<file path="src/sssc_pkg.sv">
// Constants and types for the short-stroke angle scaler
// Overview of operation
// [RQ1] Copy nonvolatile words into working fields at init
// [RQ2] Subtract 12-bit zero reference before gain
// [RQ3] Offset subtraction runs regardless of short-stroke enable
// [RQ4] Gain applied is one plus programmed field
// [RQ5] Gain field is unsigned 4.8 fixed point
// [RQ6] Software keeps total gain at most sixteen
// [RQ7] Above max angle: set flag, use ceiling
// [RQ8] Max angle zero disables max check
// [RQ9] Below min angle: set flag, use floor
// [RQ10] Min angle zero disables min check
// [RQ11] Range checks and clamping need short-stroke enable
// [RQ12] Final output limited between floor and ceiling
// [RQ13] Clamp limits are in angle resolution units
// [RQ14] Software disables clamping with 4096 and zero; the ceiling field here is 12 bits, so all-ones fff is used instead
// [RQ15] Term count above 8 reuses offset/gain word
// [RQ16] Term count above 9 reuses input-limit word
// [RQ17] Term count above 10 reuses clamp word
// [RQ18] Offset subtraction wraps modulo 4096
package sssc_pkg;
  // ****************************************
  // Register map
  // ****************************************
  localparam logic [9:0] ADDR_ZERO_GAIN = 10'h314;
  localparam logic [9:0] ADDR_IN_LIMITS = 10'h315;
  localparam logic [9:0] ADDR_CLAMP     = 10'h316;
  localparam logic [9:0] ADDR_CTRL      = 10'h320;
  localparam logic [9:0] ADDR_STATUS    = 10'h321;
  localparam logic [9:0] ADDR_IRQ_MASK  = 10'h322;
  localparam logic [9:0] ADDR_ANGLE_OUT = 10'h323;
  localparam logic [9:0] ADDR_HARM_15   = 10'h324;
  localparam logic [9:0] ADDR_HARM_16   = 10'h325;
  localparam logic [9:0] ADDR_HARM_17   = 10'h326;

  localparam int WORD_W  = 24;
  localparam int ANGLE_W = 12;
  localparam int HI_LSB  = 12;
  localparam int ADV_LSB = 10;
  localparam int AMP_W   = 10;
  localparam int FRAC_W  = 8;
  localparam int PROD_W  = 25;

  // Control word fields
  localparam int CTRL_SS_BIT   = 0;
  localparam int CTRL_INIT_BIT = 1;
  localparam int CTRL_HAR_LSB  = 4;
  localparam int HAR_W         = 4;

  // Status bits
  localparam int ST_ABOVE = 0;
  localparam int ST_BELOW = 1;
  localparam int ST_W     = 2;

  // Harmonic reuse thresholds
  localparam logic [3:0] HAR_REUSE_GAIN  = 4'h8;
  localparam logic [3:0] HAR_REUSE_LIMIT = 4'h9;
  localparam logic [3:0] HAR_REUSE_CLAMP = 4'ha;

  localparam logic [23:0] RST_ZERO_GAIN = 24'h000000;
  localparam logic [23:0] RST_IN_LIMITS = 24'h000000;
  localparam logic [23:0] RST_CLAMP     = 24'hfff000;
  localparam logic [11:0] ANGLE_MAX     = 12'hfff;
  localparam logic [11:0] GAIN_ONE      = 12'h100;

  typedef enum logic [1:0] {SSSC_IDLE, SSSC_LOAD, SSSC_RUN} sssc_state_t;
endpackage : sssc_pkg

</file>
<file path="src/sssc_scaler.sv">
// Combinational angle datapath: offset, range check, gain, clamp
`timescale 1ns/1ps
`default_nettype none
module sssc_scaler (
  // Angle in
  input  wire logic [11:0] angle_in,
  input  wire logic        ss_enable,
  // Working fields
  input  wire logic [11:0] zero_ref,
  input  wire logic [11:0] gain,
  input  wire logic [11:0] upper_bound,
  input  wire logic [11:0] lower_bound,
  input  wire logic [11:0] ceiling,
  input  wire logic [11:0] floor_lim,
  // Result
  output      logic [11:0] angle_out,
  output      logic        above,
  output      logic        below
);
  // Wrapping subtraction keeps a full-turn offset legal
  wire logic [11:0] shifted = 12'(angle_in - zero_ref); // [RQ2] [RQ3] [RQ18]
  wire logic        hi_hit  = ss_enable && (upper_bound != 12'h000)
                              && (shifted > upper_bound); // [RQ7] [RQ8] [RQ11]
  wire logic        lo_hit  = ss_enable && (lower_bound != 12'h000)
                              && (shifted < lower_bound); // [RQ9] [RQ10] [RQ11]
  // Gain is 4.8 unsigned, plus one
  wire logic [12:0] gain_tot = {1'b0, gain} + {1'b0, sssc_pkg::GAIN_ONE}; // [RQ4] [RQ5]
  wire logic [24:0] product  = 25'({13'h0000, shifted} * {12'h000, gain_tot});
  wire logic [16:0] scaled   = product[24:sssc_pkg::FRAC_W];
  // Saturate rather than wrap when gain overshoots a turn
  wire logic [11:0] sat      = (scaled > {5'h00, sssc_pkg::ANGLE_MAX})
                               ? sssc_pkg::ANGLE_MAX : scaled[11:0];
  wire logic [11:0] pre      = hi_hit ? ceiling : (lo_hit ? floor_lim : sat); // [RQ7] [RQ9]
  // Limits in resolution units; 12-bit ceiling cannot hold 4096, so all-ones acts open
  wire logic [11:0] clamped  = (pre > ceiling) ? ceiling
                               : ((pre < floor_lim) ? floor_lim : pre); // [RQ12] [RQ13]

  assign angle_out = ss_enable ? clamped : sat; // [RQ11]
  assign above     = hi_hit;
  assign below     = lo_hit;
endmodule // sssc_scaler
`default_nettype wire

</file>
<file path="src/sssc_top.sv">
// Short-stroke angle scaler top: registers, init copy, harmonic reuse
`timescale 1ns/1ps
`default_nettype none
module sssc_top (
  // Clock and reset
  input  wire logic        CORE_CLK,
  input  wire logic        RST,
  // Register port
  input  wire logic [9:0]  REG_ADDR,
  input  wire logic [23:0] REG_WDATA,
  input  wire logic        REG_WR,
  input  wire logic        REG_RD,
  output      logic [23:0] REG_RDATA,
  // Angle path
  input  wire logic [11:0] ANGLE_IN,
  input  wire logic        ANGLE_VALID,
  output      logic [11:0] ANGLE_OUT,
  output      logic        ANGLE_OUT_VALID,
  // Flags and interrupt
  output      logic        ABOVE_RANGE_FLAG,
  output      logic        BELOW_RANGE_FLAG,
  output      logic        IRQ,
  output      logic        HARM_LOAD_STROBE,
  output      logic        INIT_DONE
);
  // ****************************************
  // Nonvolatile words and control
  // ****************************************
  logic [23:0] nv_zero_gain_r;
  logic [23:0] nv_in_limits_r;
  logic [23:0] nv_clamp_r;
  logic [7:0]  ctrl_r;
  logic [1:0]  status_r;
  logic [1:0]  mask_r;

  // Working copies used by the datapath, and harmonic entries filled from reused words
  logic [11:0] working_zero_reference_r;
  logic [11:0] working_gain_r;
  logic [11:0] working_upper_bound_r;
  logic [11:0] working_lower_bound_r;
  logic [11:0] working_output_ceiling_r;
  logic [11:0] working_output_floor_r;
  logic [23:0] harm_entry_15_r;
  logic [23:0] harm_entry_16_r;
  logic [23:0] harm_entry_17_r;

  sssc_pkg::sssc_state_t state_r;
  sssc_pkg::sssc_state_t state_nxt;

  logic [11:0] angle_out_r;
  logic        out_valid_r;
  logic        above_r;
  logic        below_r;
  logic        irq_r;
  logic        harm_strobe_r;
  logic [23:0] rdata_r;
  logic        init_done_r;

  // ****************************************
  // Decode
  // ****************************************
  wire logic       wr_zg    = REG_WR && (REG_ADDR == sssc_pkg::ADDR_ZERO_GAIN);
  wire logic       wr_il    = REG_WR && (REG_ADDR == sssc_pkg::ADDR_IN_LIMITS);
  wire logic       wr_cl    = REG_WR && (REG_ADDR == sssc_pkg::ADDR_CLAMP);
  wire logic       wr_ctrl  = REG_WR && (REG_ADDR == sssc_pkg::ADDR_CTRL);
  wire logic       wr_stat  = REG_WR && (REG_ADDR == sssc_pkg::ADDR_STATUS);
  wire logic       wr_mask  = REG_WR && (REG_ADDR == sssc_pkg::ADDR_IRQ_MASK);
  wire logic       init_req = wr_ctrl && REG_WDATA[sssc_pkg::CTRL_INIT_BIT];
  wire logic       ss_en    = ctrl_r[sssc_pkg::CTRL_SS_BIT];
  wire logic [3:0] harmonic_term_count =
    ctrl_r[sssc_pkg::CTRL_HAR_LSB +: sssc_pkg::HAR_W];
  wire logic reuse_gain  = harmonic_term_count > sssc_pkg::HAR_REUSE_GAIN;  // [RQ15]
  wire logic reuse_limit = harmonic_term_count > sssc_pkg::HAR_REUSE_LIMIT; // [RQ16]
  wire logic reuse_clamp = harmonic_term_count > sssc_pkg::HAR_REUSE_CLAMP; // [RQ17]
  wire logic load_now    = (state_r == sssc_pkg::SSSC_LOAD);

  // ****************************************
  // Datapath
  // ****************************************
  wire logic [11:0] dp_angle;
  wire logic        dp_above;
  wire logic        dp_below;

  sssc_scaler u_scaler (
    .angle_in    (ANGLE_IN),
    .ss_enable   (ss_en),
    .zero_ref    (working_zero_reference_r),
    .gain        (working_gain_r),
    .upper_bound (working_upper_bound_r),
    .lower_bound (working_lower_bound_r),
    .ceiling     (working_output_ceiling_r),
    .floor_lim   (working_output_floor_r),
    .angle_out   (dp_angle),
    .above       (dp_above),
    .below       (dp_below)
  );

  wire logic run_sample = ANGLE_VALID && (state_r == sssc_pkg::SSSC_RUN);
  wire logic ev_above   = run_sample && dp_above;
  wire logic ev_below   = run_sample && dp_below;
  wire logic [1:0] ev_vec   = {ev_below, ev_above};
  wire logic [1:0] clr_vec  = wr_stat ? REG_WDATA[1:0] : 2'h0;
  // Set beats a simultaneous write-one clear
  wire logic [1:0] status_nxt = (status_r & ~clr_vec) | ev_vec;
  wire logic [1:0] mask_nxt   = wr_mask ? REG_WDATA[1:0] : mask_r;

  // ****************************************
  // Read mux
  // ****************************************
  wire logic [23:0] rd_mux =
    (REG_ADDR == sssc_pkg::ADDR_ZERO_GAIN) ? nv_zero_gain_r :
    (REG_ADDR == sssc_pkg::ADDR_IN_LIMITS) ? nv_in_limits_r :
    (REG_ADDR == sssc_pkg::ADDR_CLAMP)     ? nv_clamp_r :
    (REG_ADDR == sssc_pkg::ADDR_CTRL)      ? {16'h0000, ctrl_r} :
    (REG_ADDR == sssc_pkg::ADDR_STATUS)    ? {22'h000000, status_r} :
    (REG_ADDR == sssc_pkg::ADDR_IRQ_MASK)  ? {22'h000000, mask_r} :
    (REG_ADDR == sssc_pkg::ADDR_ANGLE_OUT) ? {12'h000, angle_out_r} :
    (REG_ADDR == sssc_pkg::ADDR_HARM_15)   ? harm_entry_15_r :
    (REG_ADDR == sssc_pkg::ADDR_HARM_16)   ? harm_entry_16_r :
    (REG_ADDR == sssc_pkg::ADDR_HARM_17)   ? harm_entry_17_r : 24'h000000;

  // ****************************************
  // Init sequencer
  // ****************************************
  always_comb
  begin
    state_nxt = state_r;
    unique case (state_r)
      sssc_pkg::SSSC_IDLE: if (init_req) state_nxt = sssc_pkg::SSSC_LOAD;
      sssc_pkg::SSSC_LOAD: state_nxt = sssc_pkg::SSSC_RUN;
      sssc_pkg::SSSC_RUN:  if (init_req) state_nxt = sssc_pkg::SSSC_LOAD;
    endcase
  end

  always_ff @(posedge CORE_CLK)
  begin
    if (RST)
    begin
      state_r        <= sssc_pkg::SSSC_IDLE;
      init_done_r    <= 1'b0;
      nv_zero_gain_r <= sssc_pkg::RST_ZERO_GAIN;
      nv_in_limits_r <= sssc_pkg::RST_IN_LIMITS;
      nv_clamp_r     <= sssc_pkg::RST_CLAMP;
      ctrl_r         <= 8'h00;
      status_r       <= 2'h0;
      mask_r         <= 2'h0;
    end
    else
    begin
      state_r <= state_nxt;
      // Registered so the ready flag leaves the block glitch free
      init_done_r <= (state_nxt == sssc_pkg::SSSC_RUN);
      if (wr_zg) nv_zero_gain_r <= REG_WDATA;
      if (wr_il) nv_in_limits_r <= REG_WDATA;
      if (wr_cl) nv_clamp_r <= REG_WDATA;
      if (wr_ctrl) ctrl_r <= {REG_WDATA[7:2], 1'b0, REG_WDATA[0]};
      status_r <= status_nxt;
      mask_r   <= mask_nxt;
    end
  end

  // Working fields change only at init; words being rewritten do not disturb the path
  always_ff @(posedge CORE_CLK)
  begin
    if (RST)
    begin
      working_zero_reference_r <= 12'h000;
      working_gain_r           <= 12'h000;
      working_upper_bound_r    <= 12'h000;
      working_lower_bound_r    <= 12'h000;
      working_output_ceiling_r <= sssc_pkg::ANGLE_MAX;
      working_output_floor_r   <= 12'h000;
      harm_entry_15_r          <= 24'h000000;
      harm_entry_16_r          <= 24'h000000;
      harm_entry_17_r          <= 24'h000000;
    end
    else if (load_now)
    begin
      // [RQ1]
      if (reuse_gain)
      begin
        harm_entry_17_r          <= nv_zero_gain_r; // [RQ15]
        working_zero_reference_r <= 12'h000;
        working_gain_r           <= 12'h000;
      end
      else
      begin
        working_zero_reference_r <= nv_zero_gain_r[23:12]; // [RQ1]
        working_gain_r           <= nv_zero_gain_r[11:0];
      end
      if (reuse_limit)
      begin
        harm_entry_15_r       <= nv_in_limits_r; // [RQ16]
        working_upper_bound_r <= 12'h000;
        working_lower_bound_r <= 12'h000;
      end
      else
      begin
        working_upper_bound_r <= nv_in_limits_r[23:12];
        working_lower_bound_r <= nv_in_limits_r[11:0];
      end
      if (reuse_clamp)
      begin
        harm_entry_16_r          <= nv_clamp_r; // [RQ17]
        working_output_ceiling_r <= sssc_pkg::ANGLE_MAX;
        working_output_floor_r   <= 12'h000;
      end
      else
      begin
        working_output_ceiling_r <= nv_clamp_r[23:12];
        working_output_floor_r   <= nv_clamp_r[11:0];
      end
    end
  end

  // ****************************************
  // Outputs
  // ****************************************
  always_ff @(posedge CORE_CLK)
  begin
    if (RST)
    begin
      angle_out_r   <= 12'h000;
      out_valid_r   <= 1'b0;
      above_r       <= 1'b0;
      below_r       <= 1'b0;
      irq_r         <= 1'b0;
      harm_strobe_r <= 1'b0;
      rdata_r       <= 24'h000000;
    end
    else
    begin
      if (run_sample) angle_out_r <= dp_angle;
      out_valid_r   <= run_sample;
      above_r       <= status_nxt[sssc_pkg::ST_ABOVE];
      below_r       <= status_nxt[sssc_pkg::ST_BELOW];
      irq_r         <= |(status_nxt & mask_nxt);
      harm_strobe_r <= load_now && (reuse_gain || reuse_limit || reuse_clamp);
      rdata_r       <= REG_RD ? rd_mux : 24'h000000;
    end
  end

  assign REG_RDATA        = rdata_r;
  assign ANGLE_OUT        = angle_out_r;
  assign ANGLE_OUT_VALID  = out_valid_r;
  assign ABOVE_RANGE_FLAG = above_r;
  assign BELOW_RANGE_FLAG = below_r;
  assign IRQ              = irq_r;
  assign HARM_LOAD_STROBE = harm_strobe_r;
  assign INIT_DONE        = init_done_r;
endmodule // sssc_top
`default_nettype wire

</file>
<file path="config.mk">
export PLATFORM = sky130hd
export DESIGN_NAME = sssc_top
export DESIGN_NICKNAME = d
export VERILOG_FILES = /design/src/sssc_pkg.sv /design/src/sssc_scaler.sv /design/src/sssc_top.sv
export SDC_FILE = /design/constraint.sdc
export NUM_CORES = 1
export LEC_CHECK = 0
export ABC_AREA = 1
export BUFFER_PORTS_ARGS = -buffer_cell sky130_fd_sc_hd__clkbuf_2
export CORE_UTILIZATION = 27
export CTS_CLUSTER_DIAMETER = 120
export CTS_CLUSTER_SIZE = 28
export DETAILED_ROUTE_END_ITERATION = 6
export HOLD_SLACK_MARGIN = 0.08
export SLEW_MARGIN = 20
export SYNTH_ARGS = -nofsm -noshare
export SYNTH_HDL_FRONTEND = slang
export SYNTH_SLANG_ARGS = --single-unit
</file>
<file path="constraint.sdc">
create_clock -name CORE_CLK -period 9.6 [get_ports CORE_CLK]
set_clock_uncertainty 0.05 [all_clocks]
set_input_delay 0.96 -clock CORE_CLK [delete_from_list [all_inputs] [get_ports CORE_CLK]]
set_output_delay 0.96 -clock CORE_CLK [all_outputs]
set_load 0.005 [all_outputs]
</file>
==> results.json <==
{
  "ios": 93,
  "syn_nets": 2721,
  "synth_cells": 2443,
  "use_met2_pct": 28.69,
  "yosysMostFrequentCell": "inv_1",
  "drv_slew": 0,
  "worstReg2RegStart": "working_zero_reference_r[0]$_SDFFE_PP0P_",
  "drc": 0,
  "relSlewSlack_pct": 30.33,
  "synth-seq-cells": 269,
  "ant_nets": 0,
  "first_pass_iters": 5,
  "yosys_warnings": 0,
  "cts_tree": "yes",
  "yosys_most_used_dff": "dfxtp_1",
  "track_usage_pct": 17.82,
  "cts.sinks": 269,
  "tightestPinTransition_ps": 1036,
  "htreeDepth": 1,
  "synth_area_sq_um": 17920,
  "die_area_sq_um": 67420,
  "required_ps": 9900,
  "p_seq_share_pct": 55.1,
  "status": "finished, final reports clean",
  "arrival_ps": 9390,
  "clockBufferDepth": 3,
  "gr-max-usage-layer": "met2",
  "p_sw_share_pct": 26.99,
  "p_leak_nw": 9.404,
  "grt_util_met1_pct": 24.91,
  "cts_buffers": 13,
  "yosys.cell_types.count": 48,
  "hold_class": "reg -> reg",
  "critPathCaptureType": "flip-flop",
  "overflow": 0,
  "clock-root-buffer": "clkbuf_16",
  "synth_commonest_cells": "410 x inv_1, 382 x nand2_1, 269 x dfxtp_1",
  "p_int_mw": 1.478,
  "synthArstFlopShare_pct": 0,
  "place_area_sq_um": 19950,
  "rrSetupSlack_ps": 670,
  "layout.nets": 2833,
  "drt_iter0_markers": 1530,
  "cellPowerDensity_nw_per_um2": 97.99,
  "via_per_inst": 4.872,
  "max_clock_freq_mhz": 110.1,
  "yosysTopAreaCell": "dfxtp_1",
  "min_to": "state_r[0]$_SDFF_PP0_",
  "finalCriticalPeriod_ps": 9087,
  "r2r_end": "ANGLE_OUT[1]$_SDFFE_PP0P_",
  "vias": 16660,
  "power_frac_comb_pct": 13.6,
  "synthToLayoutAreaGrowth_pct": 15.27,
  "critPathMaxStageDelay_ps": 500,
  "final_area_sq_um": 20660,
  "start_util_pct": 27.26,
  "diodes": 0,
  "dpl.hpwl_microns": 45540,
  "synth_top_area_share_pct": 30.05,
  "power_mw": 2.024,
  "power_switching_mw": 0.5464,
  "grt_pass1_vias": 16030,
  "place_inst": 3399,
  "grt_util_met3_pct": 1.823,
  "fin_ws_ps": 513.4,
  "die_w_microns": 259.7,
  "min_path_cells": 1,
  "fin_cells": 3420,
  "wl_per_cell_microns": 17.72,
  "portBuffers": 92,
  "synth_edf_count": 0,
  "grt_max_degree": 84,
  "gp_congestion": 0.9409,
  "ys_top_cells_by_area": "dfxtp_1 30%, fa_1 12%, inv_1 8.6%",
  "power_frac_clock_pct": 31.2,
  "rr_worst_depth": 57,
  "coreArea_sq_um": 65750,
  "crit_fanout": 8,
  "clock_latency_ps": 520,
  "start_kind": "input pin",
  "drive_gt1_share_pct": 12.83,
  "rsz0062_at_grt": "yes",
  "maxCapViolCount": 0,
  "grt_pass1_wl_microns": 93980,
  "final_hold_viol_count": 0,
  "setup_viol": 0,
  "peakVddDrop_uv": 147.1,
  "fin_tns_setup_ps": 0,
  "ys_seq_area_share_pct": 30.05,
  "critPathSlowestCell": "fa_1",
  "num_rows": 94,
  "period_share_pct": 94.65,
  "avgSynthCellArea_sq_um": 7.337,
  "finalWirelength_microns": 60590,
  "antenna_found_initial": 1,
  "critPathKind": "in -> reg",
  "die_y_microns": 259.7,
  "crit_path_start": "ANGLE_IN[0]",
  "clk_pin_slew_worst_paths_ps": 110,
  "crit_top_cell": "nand2_1",
  "place_ws_ps": -135.8,
  "hp-start": "state_r[0]$_SDFF_PP0_"
}
-- layout by cell type, fill, tap and decap left out, drive strengths merged, types with 75 or more instances in the layout --
cell,n
a21oi,204
inv,418
dfxtp,269
o21ai,254
nor2,270
fa,110
ha,117
nand2,393
buf,123
nand3,75
clkbuf,106
-- through the flow --
step,util (%),hold slack [ps]
2_1_floorplan,-,350.1
3_3_place_gp,30.35,359.1
3_5_place_dp,30.35,362.0
4_1_cts,30.88,378.3
5_1_grt,31.42,391.8
6_report,31.42,377.2
-- area by class of cell --
class	count	area [sq um]
fillers	7052	45090
multi-input cells	1635	10840
flip-flops and latches	269	5386
inverters	421	1585
repair buffers	215	1421
well taps	864	1081
clock buffers	14	329.1
clock inverters	2	20.02
-- what timing repair did --
item,CTS,global route
setup buffers,0,4
gates resized for setup,0,72
hold buffers,0,0
endpoints found under the setup margin,0,12
-- critical path: cells and delay by family --
family / cells / cell delay, ps
adder cells (fa/ha/maj): 9 / 3380
AND/OR/NAND/NOR: 28 / 2970
buffers and inverters: 14 / 1200
AO/OA/AOI/OAI: 8 / 880
-- flip-flops by register name, indices dropped and copies added, names as in the netlist, 2 cells and up --
signal / cells
REG_RDATA: 24
nv_clamp_r: 24
nv_in_limits_r: 24
harm_entry_17_r: 24
harm_entry_16_r: 24
status_r: 2
working_lower_bound_r: 12
ctrl_r: 7
harm_entry_15_r: 24
working_upper_bound_r: 12
nv_zero_gain_r: 24
working_zero_reference_r: 12
state_r: 2
working_output_ceiling_r: 12
working_gain_r: 12
working_output_floor_r: 12
ANGLE_OUT: 12
mask_r: 2
-- how the worst max path moves through the flow --
stage | depth (start not counted) | slack (ps) | endpoint
after floorplan | 59 | 10 | ANGLE_OUT[7]$_SDFFE_PP0P_
after global placement | 60 | -20 | ANGLE_OUT[1]$_SDFFE_PP0P_
after detailed placement | 62 | -140 | ANGLE_OUT[11]$_SDFFE_PP0P_
after CTS | 62 | 390 | ANGLE_OUT[1]$_SDFFE_PP0P_
after global routing | 60 | 0.1 | ANGLE_OUT[1]$_SDFFE_PP0P_
final | 59 | 510 | ANGLE_OUT[1]$_SDFFE_PP0P_
-- power groups by stage --
stage               sequential [mW]  clock, mW  combinational, mW
finish                         1.12      0.632              0.276
global route                   1.12      0.683              0.307
CTS                            1.12      0.650              0.253
detailed placement             1.14          0              0.252
global placement               1.14          0              0.251
floorplan                      1.14          0              0.144
-- cells by family (layout without fill, tap and decap cells) --
kind of cell	Yosys count	in the layout	synth area share [%]
DFF	269	269	30.05
adders and majority gates	227	227	20.45
AOI/OAI and AO/OA	612	612	19.62
xor gates and xnor gates	17	17	0.8307
buffers and inverters	539	652	11.40
and+or+nand+nor	779	779	17.65
-- layer usage --
layer	routed length, microns	up-vias	share of wire [%]
met5	9	-	0.015
met4	1958	2	3.2
met3	3733	103	6.2
met2	27170	564	45
met1	27720	7852	46
li1	-	8141	-
Note: power is estimated with default switching activity, not from simulation.
